==> src/shared/muc_pkg.sv <==
/*
 * Package for the user command channels of the management serial controller:
 * register offsets, field positions, reset values and frame timing.
 * Assumes a 20 MHz system clock and a register port with one-cycle read latency.
 */
package muc_pkg;
   // Register byte offsets
   localparam logic [7:0] OFS_CMD0      = 8'h00;
   localparam logic [7:0] OFS_CMD1      = 8'h04;
   localparam logic [7:0] OFS_CTRL      = 8'h08;
   localparam logic [7:0] OFS_DONE      = 8'h0c;
   localparam logic [7:0] OFS_MASK_SET  = 8'h10;
   localparam logic [7:0] OFS_MASK_CLR  = 8'h14;
   localparam logic [7:0] OFS_MASKED    = 8'h18;
   // Command and control register fields
   localparam int BIT_LAUNCH    = 31;
   localparam int BIT_WRITE     = 30;
   localparam int BIT_ACK       = 29;
   localparam int REG_IDX_LSB   = 21;
   localparam int PHY_SEL_LSB   = 16;
   localparam int DATA_LSB      = 0;
   localparam int BIT_CTRL_ENABLE = 0;
   // Reset values
   localparam logic [31:0] CMD_RESET  = 32'h0000_0000;
   localparam logic        CTRL_RESET = 1'b0;
   // Serial clock divider: half period of the management clock in system cycles
   localparam int MDC_HALF_CYCLES = 4;
   // Frame length in management clock periods
   localparam int FRAME_BITS = 64;
   localparam int TA_BIT     = 46;
   // Preamble plus header length in bits before turnaround
   localparam int HDR_BITS   = 32 + 14;
   localparam logic [1:0] OP_READ  = 2'b10;
   localparam logic [1:0] OP_WRITE = 2'b01;
endpackage

==> src/hdl/muc_user_channels.sv <==
/*
 * Two user command channels of a management serial controller and the frame
 * engine that runs them on one serial management bus.
 * Assumes a single synchronous register master and an external PHY bus whose
 * data line is resolved outside from the output enable.
 */
`timescale 1ns/1ns
module muc_user_channels #(
   // Three or more: the end-of-bit sample must see the synchronised line after the clock rise
   parameter int HALF_CYCLES = muc_pkg::MDC_HALF_CYCLES
) (
   input  wire logic        CLOCK,
   input  wire logic        RST_N,
   input  wire logic [7:0]  ADDR,
   input  wire logic [31:0] WDATA,
   input  wire logic        WR,
   input  wire logic        RD,
   output logic      [31:0] RDATA,
   output logic             IRQ,
   output logic             MDC,
   output logic             MDIO_O,
   output logic             MDIO_OE,
   input  wire logic        MDIO_I
);

   typedef enum logic [1:0] {S_IDLE, S_RUN, S_DONE} muc_state_t;

   ////////////////////////////////////////////////////////////////////////////
   // Storage
   logic [31:0] cmd [2];
   logic        engine_enable;
   logic [1:0]  done_flag;
   logic [1:0]  done_mask;

   // Engine state
   muc_state_t  state;
   muc_state_t  next_state;
   logic        chan;
   logic [6:0]  bit_cnt;
   logic [7:0]  div_cnt;
   logic [63:0] shift_out;
   logic [15:0] shift_in;
   logic        ack_seen;

   // Serial input synchroniser flops
   logic        mdio_s1;
   logic        mdio_s2;

   function automatic logic [31:0] cmd_view(input logic [31:0] c);
      cmd_view = {c[31:29], 3'h0, c[25:0]};
   endfunction

   // Field extraction for the frame builder
   function automatic logic [4:0] reg_idx_of(input logic [31:0] c);
      reg_idx_of = c[muc_pkg::REG_IDX_LSB +: 5];
   endfunction

   function automatic logic [4:0] phy_sel_of(input logic [31:0] c);
      phy_sel_of = c[muc_pkg::PHY_SEL_LSB +: 5];
   endfunction

   function automatic logic [15:0] data_of(input logic [31:0] c);
      data_of = c[muc_pkg::DATA_LSB +: 16];
   endfunction

   ////////////////////////////////////////////////////////////////////////////
   // Decode
   wire         hit_cmd0  = WR && ADDR == muc_pkg::OFS_CMD0;
   wire         hit_cmd1  = WR && ADDR == muc_pkg::OFS_CMD1;
   wire         hit_ctrl  = WR && ADDR == muc_pkg::OFS_CTRL;
   wire         hit_done  = WR && ADDR == muc_pkg::OFS_DONE;
   wire         hit_mset  = WR && ADDR == muc_pkg::OFS_MASK_SET;
   wire         hit_mclr  = WR && ADDR == muc_pkg::OFS_MASK_CLR;

   wire [1:0]   hit_cmd   = {hit_cmd1, hit_cmd0};
   wire [1:0]   launched  = {cmd[1][muc_pkg::BIT_LAUNCH], cmd[0][muc_pkg::BIT_LAUNCH]};

   wire         bit_tick  = div_cnt == 8'(2 * HALF_CYCLES - 1);
   // Sample at the end of each bit: the synchroniser then holds what the PHY drove after the clock rise
   wire         sample_pt = div_cnt == 8'(2 * HALF_CYCLES - 1);
   wire         frame_end = bit_tick && bit_cnt == 7'(muc_pkg::FRAME_BITS - 1);
   // Command fields cannot change while launched, so the running type is stable
   wire         is_write  = cmd[chan][muc_pkg::BIT_WRITE];
   // Completion pulse lasts exactly one cycle
   wire         finish    = state == S_DONE;
   wire [1:0]   fin_vec   = {finish && chan, finish && !chan};

   wire         pick      = launched[0] ? 1'b0 : 1'b1;
   wire [31:0]  sel_cmd   = cmd[pick];
   wire [1:0]   sel_op    = sel_cmd[muc_pkg::BIT_WRITE] ? muc_pkg::OP_WRITE : muc_pkg::OP_READ;
   wire [4:0]   sel_phy   = phy_sel_of(sel_cmd);
   wire [4:0]   sel_reg   = reg_idx_of(sel_cmd);
   wire [15:0]  sel_data  = data_of(sel_cmd);
   wire [63:0]  frame     = {32'hffff_ffff, 2'b01, sel_op, sel_phy, sel_reg, 2'b10, sel_data};
   wire [1:0]   masked    = done_flag & done_mask;

   // Write data with the reserved bits forced low before storage
   wire [30:0]  wr_fields = {WDATA[30:29], 3'h0, WDATA[25:0]};
   // Launch request counts only while the engine is enabled
   wire         set_launch = WDATA[muc_pkg::BIT_LAUNCH] && engine_enable;

   wire [1:0]   clr_done  = hit_done ? WDATA[1:0] : 2'h0;
   wire [1:0]   set_mask  = hit_mset ? WDATA[1:0] : 2'h0;
   wire [1:0]   clr_mask  = hit_mclr ? WDATA[1:0] : 2'h0;
   // Set wins over clear, so a completion is never lost to a racing clear
   wire [1:0]   next_done = (done_flag & ~clr_done) | fin_vec;
   wire [1:0]   next_mask = (done_mask | set_mask) & ~clr_mask;

   // Clock high in the second half of each bit and low whenever idle
   wire         next_mdc  = state == S_RUN && div_cnt >= 8'(HALF_CYCLES - 1) && !bit_tick;
   // Release the line from turnaround on reads so the PHY can drive
   wire         next_oe   = state == S_RUN && (is_write || bit_cnt < 7'(muc_pkg::TA_BIT));

   ////////////////////////////////////////////////////////////////////////////
   // Command registers
   // Identical channels
   for (genvar i = 0; i < 2; i++) begin : g_ch
      always_ff @(posedge CLOCK or negedge RST_N) begin
         if (!RST_N) begin
            cmd[i] <= muc_pkg::CMD_RESET;
         end else if (fin_vec[i]) begin
            cmd[i][muc_pkg::BIT_LAUNCH] <= 1'b0;
            if (!is_write) begin
               cmd[i][muc_pkg::BIT_ACK] <= ack_seen;
               if (ack_seen) begin
                  cmd[i][muc_pkg::DATA_LSB +: 16] <= shift_in;
               end
            end
         end else if (hit_cmd[i] && !launched[i]) begin
            cmd[i][30:0] <= wr_fields;
            if (set_launch) begin
               cmd[i][muc_pkg::BIT_LAUNCH] <= 1'b1;
            end
         end
      end
   end

   ////////////////////////////////////////////////////////////////////////////
   // Control, flags and mask
   always_ff @(posedge CLOCK or negedge RST_N) begin
      if (!RST_N) begin
         engine_enable <= muc_pkg::CTRL_RESET;
         done_flag     <= 2'h0;
         done_mask     <= 2'h0;
      end else begin
         if (hit_ctrl) begin
            engine_enable <= WDATA[muc_pkg::BIT_CTRL_ENABLE];
         end
         done_flag <= next_done;
         done_mask <= next_mask;
      end
   end

   assign IRQ = |masked;

   ////////////////////////////////////////////////////////////////////////////
   // Read port
   always_ff @(posedge CLOCK or negedge RST_N) begin
      if (!RST_N) begin
         RDATA <= 32'h0;
      end else if (RD) begin
         case (ADDR)
            muc_pkg::OFS_CMD0:     RDATA <= cmd_view(cmd[0]);
            muc_pkg::OFS_CMD1:     RDATA <= cmd_view(cmd[1]);
            muc_pkg::OFS_CTRL:     RDATA <= {31'h0, engine_enable};
            muc_pkg::OFS_DONE:     RDATA <= {30'h0, done_flag};
            muc_pkg::OFS_MASK_SET: RDATA <= {30'h0, done_mask};
            muc_pkg::OFS_MASK_CLR: RDATA <= {30'h0, done_mask};
            muc_pkg::OFS_MASKED:   RDATA <= {30'h0, masked};
            default:               RDATA <= 32'h0;
         endcase
      end else begin
         RDATA <= 32'h0;
      end
   end

   ////////////////////////////////////////////////////////////////////////////
   // Serial input synchroniser
   always_ff @(posedge CLOCK or negedge RST_N) begin
      if (!RST_N) begin
         // Idle line is pulled high, so resetting to one avoids a false acknowledge
         mdio_s1 <= 1'b1;
         mdio_s2 <= 1'b1;
      end else begin
         mdio_s1 <= MDIO_I;
         mdio_s2 <= mdio_s1;
      end
   end

   ////////////////////////////////////////////////////////////////////////////
   // Frame engine
   // Runs when bus free
   // Next state
   always_comb begin
      next_state = state;
      case (state)
         S_IDLE: begin
            if (|launched) begin
               next_state = S_RUN;
            end
         end
         S_RUN: begin
            if (frame_end) begin
               next_state = S_DONE;
            end
         end
         S_DONE: begin
            next_state = S_IDLE;
         end
         default: begin
            next_state = S_IDLE;
         end
      endcase
   end

   always_ff @(posedge CLOCK or negedge RST_N) begin
      if (!RST_N) begin
         state     <= S_IDLE;
         chan      <= 1'b0;
         bit_cnt   <= 7'h0;
         div_cnt   <= 8'h0;
         shift_out <= 64'h0;
         shift_in  <= 16'h0;
         ack_seen  <= 1'b0;
      end else begin
         state <= next_state;
         case (state)
            S_IDLE: begin
               div_cnt <= 8'h0;
               bit_cnt <= 7'h0;
               if (|launched) begin
                  chan      <= pick;
                  shift_out <= frame;
                  ack_seen  <= 1'b0;
               end
            end
            S_RUN: begin
               div_cnt <= bit_tick ? 8'h0 : div_cnt + 8'h1;
               // End-of-bit sample of the synchronised line
               if (sample_pt && !is_write) begin
                  if (bit_cnt == 7'(muc_pkg::TA_BIT + 1)) begin
                     ack_seen <= !mdio_s2;
                  end
                  if (bit_cnt > 7'(muc_pkg::TA_BIT + 1)) begin
                     shift_in <= {shift_in[14:0], mdio_s2};
                  end
               end
               if (bit_tick) begin
                  bit_cnt   <= bit_cnt + 7'h1;
                  shift_out <= {shift_out[62:0], 1'b1};
               end
            end
            default: begin
               div_cnt <= 8'h0;
            end
         endcase
      end
   end

   always_ff @(posedge CLOCK or negedge RST_N) begin
      if (!RST_N) begin
         MDC     <= 1'b0;
         MDIO_O  <= 1'b1;
         MDIO_OE <= 1'b0;
      end else begin
         MDC     <= next_mdc;
         MDIO_O  <= shift_out[63];
         MDIO_OE <= next_oe;
      end
   end

endmodule // muc_user_channels

==> config.mk <==
export PLATFORM = sky130hd
export DESIGN_NAME = muc_user_channels
export DESIGN_NICKNAME = d
export VERILOG_FILES = /design/src/shared/muc_pkg.sv /design/src/hdl/muc_user_channels.sv
export SDC_FILE = /design/constraint.sdc
export NUM_CORES = 1
export LEC_CHECK = 0
export ABC_AREA = 1
export BUFFER_PORTS_ARGS = -buffer_cell sky130_fd_sc_hd__buf_2
export CAP_MARGIN = 20
export CORE_MARGIN = 2
export CORE_UTILIZATION = 40
export DETAILED_ROUTE_END_ITERATION = 10
export GPL_TIMING_DRIVEN = 0
export HOLD_SLACK_MARGIN = 0.03
export PLACE_DENSITY_LB_ADDON = 0.2
export SLEW_MARGIN = 20
export SYNTH_ARGS = -nofsm -noshare
export SYNTH_HDL_FRONTEND = slang
export SYNTH_SLANG_ARGS = --single-unit
==> constraint.sdc <==
create_clock -name CLOCK -period 3.5 [get_ports CLOCK]
set_input_delay 0.35 -clock CLOCK [delete_from_list [all_inputs] [get_ports CLOCK]]
set_output_delay 0.35 -clock CLOCK [all_outputs]
set_load 0.02 [all_outputs]
# Yosys cells after proc, flatten, opt, wreduce, memory -nomap -nowiden

Cells that the tools add are included.

Register bits: 199
Input port bits: 45
Output and inout bits: 36

Add/subtract/negate cells: 2
Order comparisons: 5
Eq/ne operators: 20
Muxes and demuxes: 39
Bitwise operators: 11
Reduce and logical (&&, ||, !) cells: 47

Operators with widths:

| cell                                                          | number |
|---|---|
| case mux 32 bit (6 select lines)                              | 1 |
| two-way mux 31 bit                                            | 6 |
| two-way mux 64 bit                                            | 2 |
| case mux 64 bit (2 select lines)                              | 1 |
| two-way mux 32 bit                                            | 3 |
| two-way mux 16 bit                                            | 4 |
| == test 8 x 5 -> 1 bit, second input constant                 | 3 |
| AND reduction 2 bit                                           | 9 |
| == test 8 x 3 -> 1 bit, second input constant                 | 2 |
| == test 8 x 4 -> 1 bit, second input constant                 | 2 |
| logical AND 1 bit                                             | 16 |
| two-way mux 8 bit                                             | 2 |
| == test 7 x 6 -> 1 bit, second input constant                 | 2 |
| != test 2 bit, second input constant                          | 7 |
| case mux 7 bit (2 select lines)                               | 1 |
| two-way mux 2 bit                                             | 6 |
| AND reduction 3 bit                                           | 4 |
| two-way mux 1 bit                                             | 10 |
| nonzero test 2 bit                                            | 5 |
| adder 8 x 1 -> 8 bit, second input constant                   | 1 |
| >= comparator 8 x 2 -> 1 bit, second input constant           | 1 |
| logical NOT 8 bit                                             | 1 |
| adder 7 x 1 -> 7 bit, second input constant                   | 1 |
| greater-than comparator 7 x 6 -> 1 bit, second input constant | 1 |
| 18 further kinds                                              | 33 |

# Longest topological paths before layout

Gate-level depths: netlist of the first run.

Depth in word-level cells: 8
Gate-level depth with buffers: 11

# Worst setup path before layout of the first run

No wires, ideal clock.

Kind: register -> register
Start point: register div_cnt[0]
End point: register shift_in[10]
Setup time: 0.117 ns
Data arrival time: 1.432 ns
Data required time: 3.383 ns
Slack: 1.952 ns
Cell stages (with the launch flop): 12
Buffers on the path: 1
Clock period less this slack: 1.548 ns
Path through: dfrtp_1 > ha_1 > nand2_1 > inv_2 > nand2_2 > nor2_4 > nand2_1 > nor2_4 > nand2_4 > buf_6 > nand2_1 > nand2_1

Word-level cells in the longest chain between the ends: 3

RTL lines:

| element                       | line                     | source |
|---|---|---|
| start, declared               | muc_user_channels.sv:40  | `logic [7:0] div_cnt;` |
| start signal, assigned        | muc_user_channels.sv:238 | `div_cnt <= bit_tick ? 8'h0 : div_cnt + 8'h1;` |
| == test 8 x 3 -> 1 bit        | muc_user_channels.sv:80  | `wire sample_pt = div_cnt == 8'(2 * HALF_CYCLES - 1);` |
| logical AND 1 bit             | muc_user_channels.sv:240 | `if (sample_pt && !is_write) begin` |
| AND reduction 3 bit (no line) | -                        |  |
| end signal, assigned          | muc_user_channels.sv:245 | `shift_in <= {shift_in[14:0], mdio_s2};` |
| end, declared                 | muc_user_channels.sv:42  | `logic [15:0] shift_in;` |

Every way passes these cells.
A chain may end at the register's enable or synchronous reset.

# Worst setup path in the final report of the first run

Start point: register div_cnt[0]
End point: register bit_cnt[0]

Word-level cells in the longest chain between the ends: 3

RTL lines:

| element                       | line                     | source |
|---|---|---|
| == test 8 x 3 -> 1 bit        | muc_user_channels.sv:78  | `wire bit_tick = div_cnt == 8'(2 * HALF_CYCLES - 1);` |
| != test 2 bit (no line)       | -                        |  |
| AND reduction 2 bit (no line) | -                        |  |
| end signal, assigned          | muc_user_channels.sv:249 | `bit_cnt <= bit_cnt + 7'h1;` |
| end, declared                 | muc_user_channels.sv:39  | `logic [6:0] bit_cnt;` |

Every way passes these cells.

==> results of run 1 <==
==> worst max-delay path: stages, from the launching register on <==
cell and delay, ns:
dfrtp_1 0.37, ha_1 0.19, nand2_1 0.09, inv_2 0.08
nand2_2 0.06, nor2_4 0.15, nor2_1 0.08, nor2_1 0.36
inv_1 0.21, nand2_1 0.09, o21ai_0 0.07
==> through the flow <==
stage                     hold slack [ns]  setup WS [ns]  instance area, um^2  std cells
final                              0.1573          1.622                10850       1569
after global routing               0.1728          1.471                10850       1569
after CTS                          0.1560          1.649                10850       1569
after detailed placement           0.2301          1.531                10240       1535
after global placement             0.3452         -1.354                10180       1533
after floorplan                   0.05441          1.952                 9408       1140
==> cells by family after synthesis <==
group | after synthesis
buffers and inverters | 149
AOI/OAI and AO/OA | 155
and+or+nand+nor | 630
other | 1
xor gates and xnor gates | 5
DFF | 196
adders and majority gates | 2
==> per-layer routing <==
metal,vias up,GRT usage,wire length [um],share of wire
met3,28,0.03607,1057,0.042
li1,3936,-,-,-
met5,-,0,0,0
met1,3817,0.3010,11700,0.47
met2,180,0.3523,11960,0.48
met4,0,0.05801,408,0.016
==> sequential cells by signal (all words and copies together), names as in the netlist, 7 cells and up <==
signal / flops
bit_cnt: 7
shift_out: 64
div_cnt: 8
shift_in: 16
RDATA: 29
cmd: 58
==> worst min-delay path by stage <==
stage	start	end	slack, ns	cells after the start
3_3_place_gp	mdio_s1$_DFF_PN1_	mdio_s2$_DFF_PN1_	0.35	0
4_1_cts	WDATA[1]	done_mask[1]$_DFF_PN0_	0.16	2
5_1_grt	WDATA[18]	cmd[18]$_DFFE_PN0P_	0.17	3
6_report	WDATA[1]	done_mask[1]$_DFF_PN0_	0.16	2
3_5_place_dp	RST_N	shift_out[48]$_DFFE_PN0P_	0.23	1
2_1_floorplan	RST_N	MDC$_DFF_PN0_	0.05	0
==> placed cells by master, fill, tap and decap left out, types with 10 or more instances in the layout <==
cell	netlist	routed
clkbuf_1	21	23
o21ai_1	13	13
clkbuf_16	0	17
a21oi_1	18	18
inv_2	11	11
o211ai_1	19	19
nor2_1	50	50
dfrtp_1	193	193
buf_6	10	10
nand2_1	367	367
buf_4	13	13
nand4_1	37	37
o21ai_0	89	89
inv_1	70	70
nand3_1	148	148
buf_2	21	94
==> area by class of cell <==
type | instances | share of cell area
buffer | 68 | 0.03736
tap | 319 | 0.03678
multi-input combinational | 795 | 0.3492
timing repair buffer | 78 | 0.04197
clock buffer | 20 | 0.04116
clock inverter | 12 | 0.01314
sequential | 196 | 0.4523
inverter | 81 | 0.02802
==> where the power goes <==
group          internal (mW)  switching (mW)
Sequential              2.27         0.00335
Clock                   1.09           0.906
Combinational         0.0376          0.0990
==> timing repair <==
item	4_1_cts	5_1_grt
endpoints found under the setup margin	0	0
endpoints found under the hold margin	32	0
hold buffers	2	0
==> qor.csv, run 1 <==
stage,metric,value,unit
status,outcome,completed,
timing,post-layout min period,1.878,ns
timing,Clock Skews,0.01327,ns
synthesis,predominant post-synthesis flop cell,dfrtp_1,
clocking,H-tree depth,4,
power_and_ir_drop,PD cells,405.8,nW/um^2
power_and_ir_drop,VDD IR max,0.0003050,V
global_routing,vias in the first global route,7939,
floorplan,Die Wd,157.3,um
route,Avg WL per Cell,16.01,um
synthesis,syn_area_per_cell,8.260,um^2
worst_setup_path,crit start category,flop,
timing,fmax,532.4,MHz
worst_setup_path,R2R Setup Slk,1.62,ns
floorplan,Die H,157.3,um
route,1st-pass router iterations,5,
cells_and_area,footprint of the multi-input gates,3790,um^2
cells_and_area,antenna cells,0,
synthesis,top post-synthesis cells by count,"nand2_1, dfrtp_1, nand3_1, o21ai_0, inv_1",
clocking,"Clk pin slew, worst setup/hold paths",0.08,ns
clocking,postcts setup bufs,0,
worst_setup_path,FF-to-FF path depth,10,
placed_design,PortBufs,74,
timing,Worst-Margin Slew,0.6929,ns
synthesis,"flops & latches, synth",196,
global_routing,initial antenna violation count,0,
worst_setup_path,R2R Path End,bit_cnt[0]$_DFFE_PN0P_,
cells_and_area,Final Core Density,0.4665,
worst_setup_path,Critical Path End Type,flop,
timing,fin. max-slew vios,0,
floorplan,# IOs,81,
timing,final setup violation count,0,
clocking,maximum clock path buffer count,2,
synthesis,mux cell area share after synthesis,0,
clocking,clock tree from TritonCTS,built,
placed_design,gpl congestion,0.8534,
synthesis,register area share after synthesis,0.5222,
power_and_ir_drop,Pwr Total,4.404,mW
worst_setup_path,Crit Path Class,reg -> reg,
route,DR vias/cell,5.074,
synthesis,main combinational cell family by area after synthesis,simple AND/OR/NAND/NOR gates,
cells_and_area,Syn-to-layout area delta,15.44,%
synthesis,synth warn,0,
route,Detailed Route Iter0 Violations,569,
synthesis,Synth Area in XOR/XNOR,0.004659,
floorplan,DIE AREA,24740,um^2
worst_setup_path,worst-path fanout max,7,
cells_and_area,layout cell share with drive strength beyond 1,0.1552,
synthesis,top-count cell post-synth,nand2_1,
power_and_ir_drop,leakage,5.243,nW
placed_design,dpl hpwl,17960,um
route,Final ANT Viol Nets,0,
clocking,Num CTS Buffers,17,
synthesis,Synth Area in Adders,0.002662,
min_path,Hold Path Class,in -> reg,
synthesis,Cells after Synth,1138,
synthesis,simple-gate area share of the yosys netlist,0.2987,
worst_setup_path,WP data arrival,2.20,ns
synthesis,Mapped Area,9400,um^2
global_routing,largest net degree at the start of global routing,96,
route,DRC violations left,0,
worst_setup_path,Reg2Reg Launch Point,div_cnt[0]$_DFF_PN0_,
global_routing,GR Util All Layers,0.2166,
global_routing,global-route wire length before repair,41820,um
worst_setup_path,crit path from,div_cnt[0]$_DFF_PN0_,
floorplan,core area,23260,um^2
clocking,CTS Sinks,196,
clocking,Resize count post-CTS,0,
synthesis,Synth async-reset ratio,1.000,
synthesis,Netlist cell types,40,
floorplan,Rows,56,
clocking,worst-skew pair later-pin latency,0.44,ns
timing,Final Hold Vio Count,0,
global_routing,grt total ovfl,0,
synthesis,area share of the largest cell type after synthesis,0.5138,
timing,setup TNS,0,ns
cells_and_area,Total Nets Final,1284,
clocking,clock root cell,clkbuf_16,
timing,RSZ-0062 raised after global routing,false,
run,Max-cap violations,0,
timing,relative max-transition margin,0.5381,
route,WL final,25130,um
cells_and_area,register area,4908,um^2
route,DR vias,7961,
synthesis,cell taking the most area after synthesis,dfrtp_1,
floorplan,starting density of the core,0.4041,
synthesis,Synth Area in Compound Gates,0.09597,
worst_setup_path,CP required,3.82,ns
synthesis,synth top area cells,"dfrtp_1, nand2_1, nand3_1",
worst_setup_path,Critical Path End,bit_cnt[0]$_DFFE_PN0P_,
timing,final worst path period share,0.5367,
cells_and_area,FILL cells,2347,
synthesis,number of flops mapped to enable cells by yosys,0,
Power figures use the tool's default switching activity.
==> run 2: changes to the inputs <==
- ABC_AREA: 1 -> 0
- clock period: 3.5 -> 1.6 ns (I/O delays scaled with it)
==> run 2 against run 1 <==
  * The flow now finishes with violations (negative setup slack)
  * Sequential share of layout area is 4.3 points lower
  * Routed wire length shrank 9.7%
  * First-iteration DRC count shrank 40%
  * Synthesized cell count fell by 33%
  * Critical endpoint is now shift_in[10]$_DFFE_PN0P_
==> qor.csv, run 2 <==
stage,metric,value,unit,change
route,Final ANT Viol Nets,0,,unchanged
power_and_ir_drop,VDD IR max,0.0006743,V,+120%
floorplan,Rows,55,,-1.8%
worst_setup_path,R2R Setup Slk,-0.36,ns,-1.98 ns
synthesis,Netlist cell types,59,,+48%
worst_setup_path,Critical-path top delay cell,dfrtp_1,,
synthesis,Synth async-reset ratio,1.000,,unchanged
global_routing,initial antenna violation count,0,,unchanged
global_routing,busiest layer in global routing,met2,,
power_and_ir_drop,net switching share of the total power,0.2485,,+0.01942
status,outcome,"complete, but fails checks",,
timing,post-layout min period,1.957,ns,+0.07915 ns
synthesis,Mapped Area,9095,um^2,-3.2%
route,DR vias,6613,,-17%
placed_design,Post-Place Cells,1129,,-26%
worst_setup_path,crit start category,flop,,
placed_design,gpl congestion,0.8277,,-3.0%
cells_and_area,Syn-to-layout area delta,32.07,%,
synthesis,number of flops mapped to enable cells by yosys,0,,unchanged
worst_setup_path,R2R Path End,shift_in[10]$_DFFE_PN0P_,,
synthesis,cell taking the most area after synthesis,dfrtp_1,,
timing,Worst-Margin Slew,0.8867,ns,+0.1939 ns
power_and_ir_drop,Clock power frac,0.408,,-0.045
clocking,CTS Sinks,196,,unchanged
status,violated checks,negative setup slack,,
route,Detailed Route Iter0 Violations,339,,-40%
synthesis,register area share after synthesis,0.5397,,+0.01753
power_and_ir_drop,Comb pwr share,0.079,,+0.048
global_routing,grt total ovfl,0,,unchanged
worst_setup_path,max incr delay on CP,0.43,ns,+0.06 ns
synthesis,synth warn,0,,unchanged
clocking,H-tree depth,4,,unchanged
floorplan,# IOs,81,,unchanged
power_and_ir_drop,leakage,5.820,nW,+11%
route,Avg WL per Cell,18.30,um,+14%
floorplan,Die Wd,154.8,um,-1.6%
global_routing,GR Util met3,0.03026,,-0.005808
timing,relative max-transition margin,0.4088,,-0.1293
worst_setup_path,Critical Path Stages,7,,-3
clocking,worst-skew pair later-pin latency,0.44,ns,about the same
floorplan,Die H,154.8,um,-1.6%
worst_setup_path,Critical Path End Type,flop,,
timing,fin. max-slew vios,0,,unchanged
worst_setup_path,worst-path fanout max,10,,+3
clocking,Num CTS Buffers,17,,unchanged
worst_setup_path,Reg2Reg Launch Point,div_cnt[6]$_DFF_PN0_,,
worst_setup_path,WP data arrival,2.28,ns,+0.08 ns
global_routing,largest net degree at the start of global routing,85,,-11%
global_routing,GR Util All Layers,0.1970,,-0.01958
timing,worst hold margin,0.03876,ns,-0.1186 ns
floorplan,DIE AREA,23960,um^2,-3.2%
floorplan,starting density of the core,0.4042,,about the same
worst_setup_path,Critical Path End,shift_in[10]$_DFFE_PN0P_,,
route,DR vias/cell,5.337,,+5.2%
cells_and_area,"commonest non-fill, non-tap cells in the layout","dfrtp_1, buf_2, mux2i_1",,
global_routing,met1 usage,0.2864,,-0.01462
power_and_ir_drop,PD cells,850.7,nW/um^2,+110%
cells_and_area,Final Instance Count excl. Fillers,1239,,-21%
clocking,"Clk pin slew, worst setup/hold paths",0.07,ns,about the same
synthesis,syn_area_per_cell,11.84,um^2,+43%
clocking,clock root cell,clkbuf_16,,
timing,Clock Skews,0.009766,ns,-0.003507 ns
placed_design,PortBufs,72,,-2.7%
power_and_ir_drop,Sw Pwr,2.539,mW,+150%
timing,final setup violation count,149,,+149
timing,Worst Slack Setup Final,-0.3575,ns,-1.979 ns
synthesis,"flops & latches, synth",196,,unchanged
placed_design,dpl hpwl,14420,um,-20%
timing,fmax,510.9,MHz,-4.0%
worst_setup_path,Crit Path Class,reg -> reg,,
cells_and_area,Final Core Density,0.5338,,+0.06729
timing,Final Hold Vio Count,0,,unchanged
run,Max-cap violations,0,,unchanged
timing,RSZ-0062 raised after global routing,true,,
global_routing,vias in the first global route,6711,,-15%
cells_and_area,Total Nets Final,988,,-23%
cells_and_area,antenna cells,0,,unchanged
worst_setup_path,FF-to-FF path depth,7,,-3
synthesis,top post-synthesis cells by count,"dfrtp_1, mux2i_1, nand2_1, mux2_2, nor2_1",,
synthesis,predominant post-synthesis flop cell,dfrtp_1,,
power_and_ir_drop,sequential power share,0.513,,-0.003
cells_and_area,layout cell share with drive strength beyond 1,0.3994,,+0.2442
power_and_ir_drop,P_int,7.679,mW,+130%
route,DRC violations left,0,,unchanged
worst_setup_path,CP required,1.93,ns,-1.89 ns
route,1st-pass router iterations,5,,unchanged
timing,final worst path period share,1.223,,+0.6868
global_routing,global-route wire length before repair,37040,um,-11%
cells_and_area,Top reg by flops,shift_out,,
worst_setup_path,crit path from,div_cnt[6]$_DFF_PN0_,,
clocking,maximum clock path buffer count,2,,unchanged
synthesis,area share of the largest cell type after synthesis,0.5310,,+0.01725
worst_setup_path,Worst Path Buf+Inv,3,,+1
min_path,HP Start,WDATA[9],,
cells_and_area,"commonest non-fill, non-tap cell in the layout",dfrtp_1,,
worst_setup_path,CP top delay family,simple AND/OR/NAND/NOR gates,,
synthesis,top-count cell post-synth,dfrtp_1,,
synthesis,Cells after Synth,768,,-33%
cells_and_area,max reg flops,64,,unchanged
power_and_ir_drop,Pwr Total,10.22,mW,+130%
clocking,clock tree from TritonCTS,built,,
floorplan,core area,22500,um^2,-3.3%
global_routing,GR Util met2,0.3055,,-0.04677
synthesis,synth top area cells,"dfrtp_1, mux2_4, mux2i_1",,
min_path,Hold Path Class,in -> reg,,
worst_setup_path,worst-path cell chain,nor4_4 -> and2_4 -> buf_4 -> o311ai_4 -> buf_6 -> buf_8 -> mux2_4,,
route,WL final,22680,um,-9.7%
cells_and_area,Top Registers,"shift_out x64, cmd x58, RDATA x29",,
-- run 2: how the worst min path moves through the flow --
stage | to | slack (ns) | cells after the start
floorplan | MDC$_DFF_PN0_ | -0.14 | 0
global placement | mdio_s1$_DFF_PN1_ | 0.26 | 1
detailed placement | shift_in[12]$_DFFE_PN0P_ | 0.06 | 1
CTS | cmd[46]$_DFFE_PN0P_ | 0.03 | 3
global route | cmd[10]$_DFFE_PN0P_ | 0.05 | 3
finish | cmd[9]$_DFFE_PN0P_ | 0.04 | 3
-- run 2: logic make-up (layout without fill, tap and decap cells) --
family / Yosys count / count (layout) / synth area share
DFF: 196 / 196 / 0.5397
muxes: 144 / 144 / 0.1865
buffers and inverters: 81 / 265 / 0.04705
other: 1 / 3 / 0.0004123
AOI/OAI and AO/OA: 162 / 162 / 0.1226
and+or+nand+nor: 176 / 176 / 0.09520
xor gates and xnor gates: 6 / 6 / 0.005779
adders and majority gates: 2 / 2 / 0.002751
-- run 2: stage by stage --
step	setup TNS [ns]	instance area [um^2]	setup slack (ns)
global placement	-658.93	9902	-3.063
global route	-42.69	12010	-0.4105
floorplan	-16.61	9185	-0.2655
CTS	-31.12	11830	-0.3513
detailed placement	-65.83	9967	-0.6053
finish	-32.95	12010	-0.3575
-- run 2: power by group through the flow --
stage | logic (mW) | clock network (mW) | registers (mW)
floorplan | 0.402 | 0 | 5.30
detailed placement | 0.697 | 0 | 5.33
CTS | 0.803 | 4.26 | 5.24
finish | 0.803 | 4.17 | 5.25
global placement | 0.668 | 0 | 5.33
global route | 0.898 | 4.46 | 5.26
-- run 2: metal layers --
metal	share of wire	routed length, um
met5	0	0
met1	0.48	10960
met2	0.46	10490
met3	0.035	795
met4	0.019	429
-- run 2: what timing repair did --
action,4_1_cts,5_1_grt
gates cloned,10,3
endpoints found under the setup margin,160,155
setup buffers,48,6
hold endpoints to repair,147,0
gates resized for setup,137,43
hold buffers,23,0
pin swaps,34,14
-- run 2: layout make-up --
class,count,area (um^2)
multi-input combinational,493,4192
inverter,24,90.09
tap,285,356.6
clock buffer,21,480.5
clock inverter,11,88.84
buffer,50,462.9
fill,1908,10490
timing repair buffer,159,1426
sequential,196,4915
-- run 2: worst register-to-register path: cells and delay by family (launching register included) --
family	cells	cell delay (ns)
AND/OR/NAND/NOR	2	0.64
flip-flops	1	0.43
buffers and inverters	3	0.41
AO/OA/AOI/OAI	1	0.08
multiplexers	1	0.29
==> run 3: changes to the inputs <==
- MAX_ROUTING_LAYER: not set -> met4
==> run 3 against run 2 <==
  * The run still ends with negative setup slack left
  * Count of clock-buffer cells in the layout did not move
  * Sequential cell count did not move
  * Sequential power barely moved
  * First-iteration DRC count up 14%
  * Clock skew grew 0.00079 ns
  * Combinational power is 3.0% higher
  * Sequential share of layout area fell by 0.86 points
  * Total power grew 0.43%
  * Largest cell class unchanged
  * Die area stayed put
==> qor.csv, run 3 (same netlist as run 2, synthesis figures left out) <==
stage,metric,value,unit,change
status,outcome,"complete, but fails checks",,
status,violated checks,negative setup slack,,
cells_and_area,Syn-to-layout area delta,34.89,%,
floorplan,Die Wd,154.8,um,unchanged
worst_setup_path,worst-path cell chain,nor4_4 -> and2_4 -> buf_6 -> o311ai_4 -> buf_6 -> clkbuf_16 -> mux2_2,,
worst_setup_path,worst-path fanout max,5,,-5
timing,final setup violation count,150,,+0.67%
power_and_ir_drop,leakage,5.933,nW,+2.0%
placed_design,PortBufs,72,,unchanged
run,Max-cap violations,0,,unchanged
worst_setup_path,Critical Path End Type,flop,,
floorplan,Die H,154.8,um,unchanged
placed_design,gpl congestion,0.8435,,+1.9%
cells_and_area,layout cell share with drive strength beyond 1,0.4133,,+0.01392
timing,Worst Slack Setup Final,-0.3728,ns,-0.01532 ns
floorplan,Rows,55,,unchanged
cells_and_area,antenna cells,0,,unchanged
cells_and_area,"commonest non-fill, non-tap cells in the layout","dfrtp_1, buf_2, mux2_4",,
timing,fmax,506.9,MHz,-0.78%
cells_and_area,"commonest non-fill, non-tap cell in the layout",dfrtp_1,,
worst_setup_path,max incr delay on CP,0.43,ns,about the same
worst_setup_path,CP top delay family,simple AND/OR/NAND/NOR gates,,
cells_and_area,footprint of the multi-input gates,4303,um^2,+2.7%
worst_setup_path,crit start category,flop,,
worst_setup_path,Worst Path Buf+Inv,3,,unchanged
cells_and_area,Finished Cell Area,12270,um^2,+2.1%
global_routing,largest net degree at the start of global routing,85,,unchanged
timing,worst hold margin,0.03798,ns,-0.0007791 ns
floorplan,# IOs,81,,unchanged
clocking,clock tree from TritonCTS,built,,
worst_setup_path,Reg2Reg Launch Point,div_cnt[6]$_DFF_PN0_,,
route,Detailed Route Iter0 Violations,386,,+14%
clocking,worst-skew pair later-pin latency,0.44,ns,about the same
global_routing,global-route wire length before repair,37060,um,about the same
route,DRC violations left,0,,unchanged
timing,Clock Skews,0.01055,ns,+0.0007852 ns
cells_and_area,FILL cells,1868,,-2.1%
clocking,Num CTS Buffers,17,,unchanged
floorplan,DIE AREA,23960,um^2,unchanged
worst_setup_path,Critical-path top delay cell,dfrtp_1,,
floorplan,starting density of the core,0.4042,,unchanged
timing,RSZ-0062 raised after global routing,true,,
placed_design,dpl hpwl,14420,um,unchanged
clocking,CTS Sinks,196,,unchanged
power_and_ir_drop,Sw Pwr,2.567,mW,+1.1%
timing,final worst path period share,1.233,,+0.009576
power_and_ir_drop,P_int,7.695,mW,+0.20%
timing,Worst-Margin Slew,0.9102,ns,+0.02346 ns
power_and_ir_drop,PD cells,836.4,nW/um^2,-1.7%
power_and_ir_drop,sequential power share,0.511,,-0.002
min_path,Hold Path Class,in -> reg,,
floorplan,core area,22500,um^2,unchanged
cells_and_area,Final Core Density,0.5452,,+0.01140
route,DR vias,6626,,+0.20%
clocking,maximum clock path buffer count,2,,unchanged
route,WL final,23050,um,+1.6%
timing,fin. max-slew vios,0,,unchanged
global_routing,GR Util All Layers,0.2029,,+0.005931
global_routing,initial antenna violation count,0,,unchanged
worst_setup_path,Crit Path Class,reg -> reg,,
min_path,HP Start,WDATA[14],,
cells_and_area,Total Nets Final,997,,+0.91%
placed_design,Post-Place Cell Area,9967,um^2,unchanged
min_path,hold path depth,3,,unchanged
power_and_ir_drop,Pwr Total,10.26,mW,+0.43%
route,Final ANT Viol Nets,0,,unchanged
min_path,hold endpoint,cmd[46]$_DFFE_PN0P_,,
worst_setup_path,R2R Path End,shift_in[6]$_DFFE_PN0P_,,
global_routing,grt total ovfl,0,,unchanged
worst_setup_path,R2R Setup Slk,-0.37,ns,-0.02 ns
timing,post-layout min period,1.973,ns,+0.01532 ns
worst_setup_path,WP data arrival,2.30,ns,+0.02 ns
route,1st-pass router iterations,5,,unchanged
power_and_ir_drop,net switching share of the total power,0.2501,,+0.001681
worst_setup_path,CP required,1.93,ns,about the same
route,DR vias/cell,5.309,,-0.53%
cells_and_area,Top Registers,"shift_out x64, cmd x58, RDATA x29",,
route,Avg WL per Cell,18.47,um,+0.91%
power_and_ir_drop,VDD IR max,0.0007229,V,+7.2%
power_and_ir_drop,Comb pwr share,0.081,,+0.002
timing,Final Hold Vio Count,0,,unchanged
clocking,"Clk pin slew, worst setup/hold paths",0.07,ns,about the same
timing,relative max-transition margin,0.3932,,-0.01564
timing,setup TNS,-34.90,ns,-1.953 ns
worst_setup_path,"most used cell, CP",buf_6,,
worst_setup_path,FF-to-FF path depth,7,,unchanged
cells_and_area,Top reg by flops,shift_out,,
cells_and_area,register area,4915,um^2,unchanged
clocking,H-tree depth,4,,unchanged
global_routing,vias in the first global route,6722,,+0.16%
clocking,clock root cell,clkbuf_16,,
power_and_ir_drop,Clock power frac,0.408,,about the same
cells_and_area,max reg flops,64,,unchanged
==> run 3: layout make-up <==
class | instances | area share
plain buffers | 49 | 0.03784
clock buffers | 21 | 0.03916
clock inverters | 11 | 0.007241
inverters | 24 | 0.007343
multi-input cells | 493 | 0.3507
flip-flops and latches | 196 | 0.4006
well taps | 285 | 0.02907
repair buffers | 169 | 0.1280
==> run 3: how the worst max path moves through the flow <==
stage,startpoint,endpoint,slack [ns],cells past startpoint
3_3_place_gp,RST_N,MDC$_DFF_PN0_,-3.06,1
5_1_grt,div_cnt[6]$_DFF_PN0_,shift_in[6]$_DFFE_PN0P_,-0.43,7
4_1_cts,div_cnt[0]$_DFF_PN0_,shift_out[9]$_DFFE_PN0P_,-0.35,8
3_5_place_dp,ADDR[5],RDATA[30]$_DFF_PN0_,-0.61,6
6_report,div_cnt[6]$_DFF_PN0_,shift_in[6]$_DFFE_PN0P_,-0.37,7
2_1_floorplan,div_cnt[0]$_DFF_PN0_,shift_out[10]$_DFFE_PN0P_,-0.27,8
==> run 3: power by group through the flow <==
| stage | clock network, mW | logic, mW | registers [mW] |
|---|---|---|---|
| global placement | 0 | 0.668 | 5.33 |
| detailed placement | 0 | 0.697 | 5.33 |
| CTS | 4.26 | 0.803 | 5.24 |
| floorplan | 0 | 0.402 | 5.30 |
| finish | 4.19 | 0.827 | 5.25 |
| global route | 4.46 | 0.921 | 5.27 |
==> run 3: worst register-to-register path: stages, from the launching register on <==
cell	delay [ns]
dfrtp_1	0.43
nor4_4	0.42
and2_4	0.24
buf_6	0.11
o311ai_4	0.08
buf_6	0.16
clkbuf_16	0.16
mux2_2	0.26
==> run 3: what timing repair did <==
item                                    4_1_cts  5_1_grt
endpoints found under the setup margin      160      155
hold endpoints to repair                    147        0
buffers inserted                             48       16
pin swaps                                    34       15
gates resized for setup                     137       82
gates cloned                                 10        4
hold buffers                                 23        0
==> run 3: through the flow <==
stage	instances	worst slack, ns
global route	1248	-0.4290
CTS	1234	-0.3513
finish	1248	-0.3728
global placement	1127	-3.063
detailed placement	1129	-0.6053
floorplan	770	-0.2655
==> run 3: metal layers <==
metal,vias up,global-route usage,share of wire
met5,-,-,0
met4,0,0.05952,0.016
met3,25,0.02998,0.038
met2,154,0.3055,0.47
met1,3342,0.2865,0.48
li1,3105,-,-
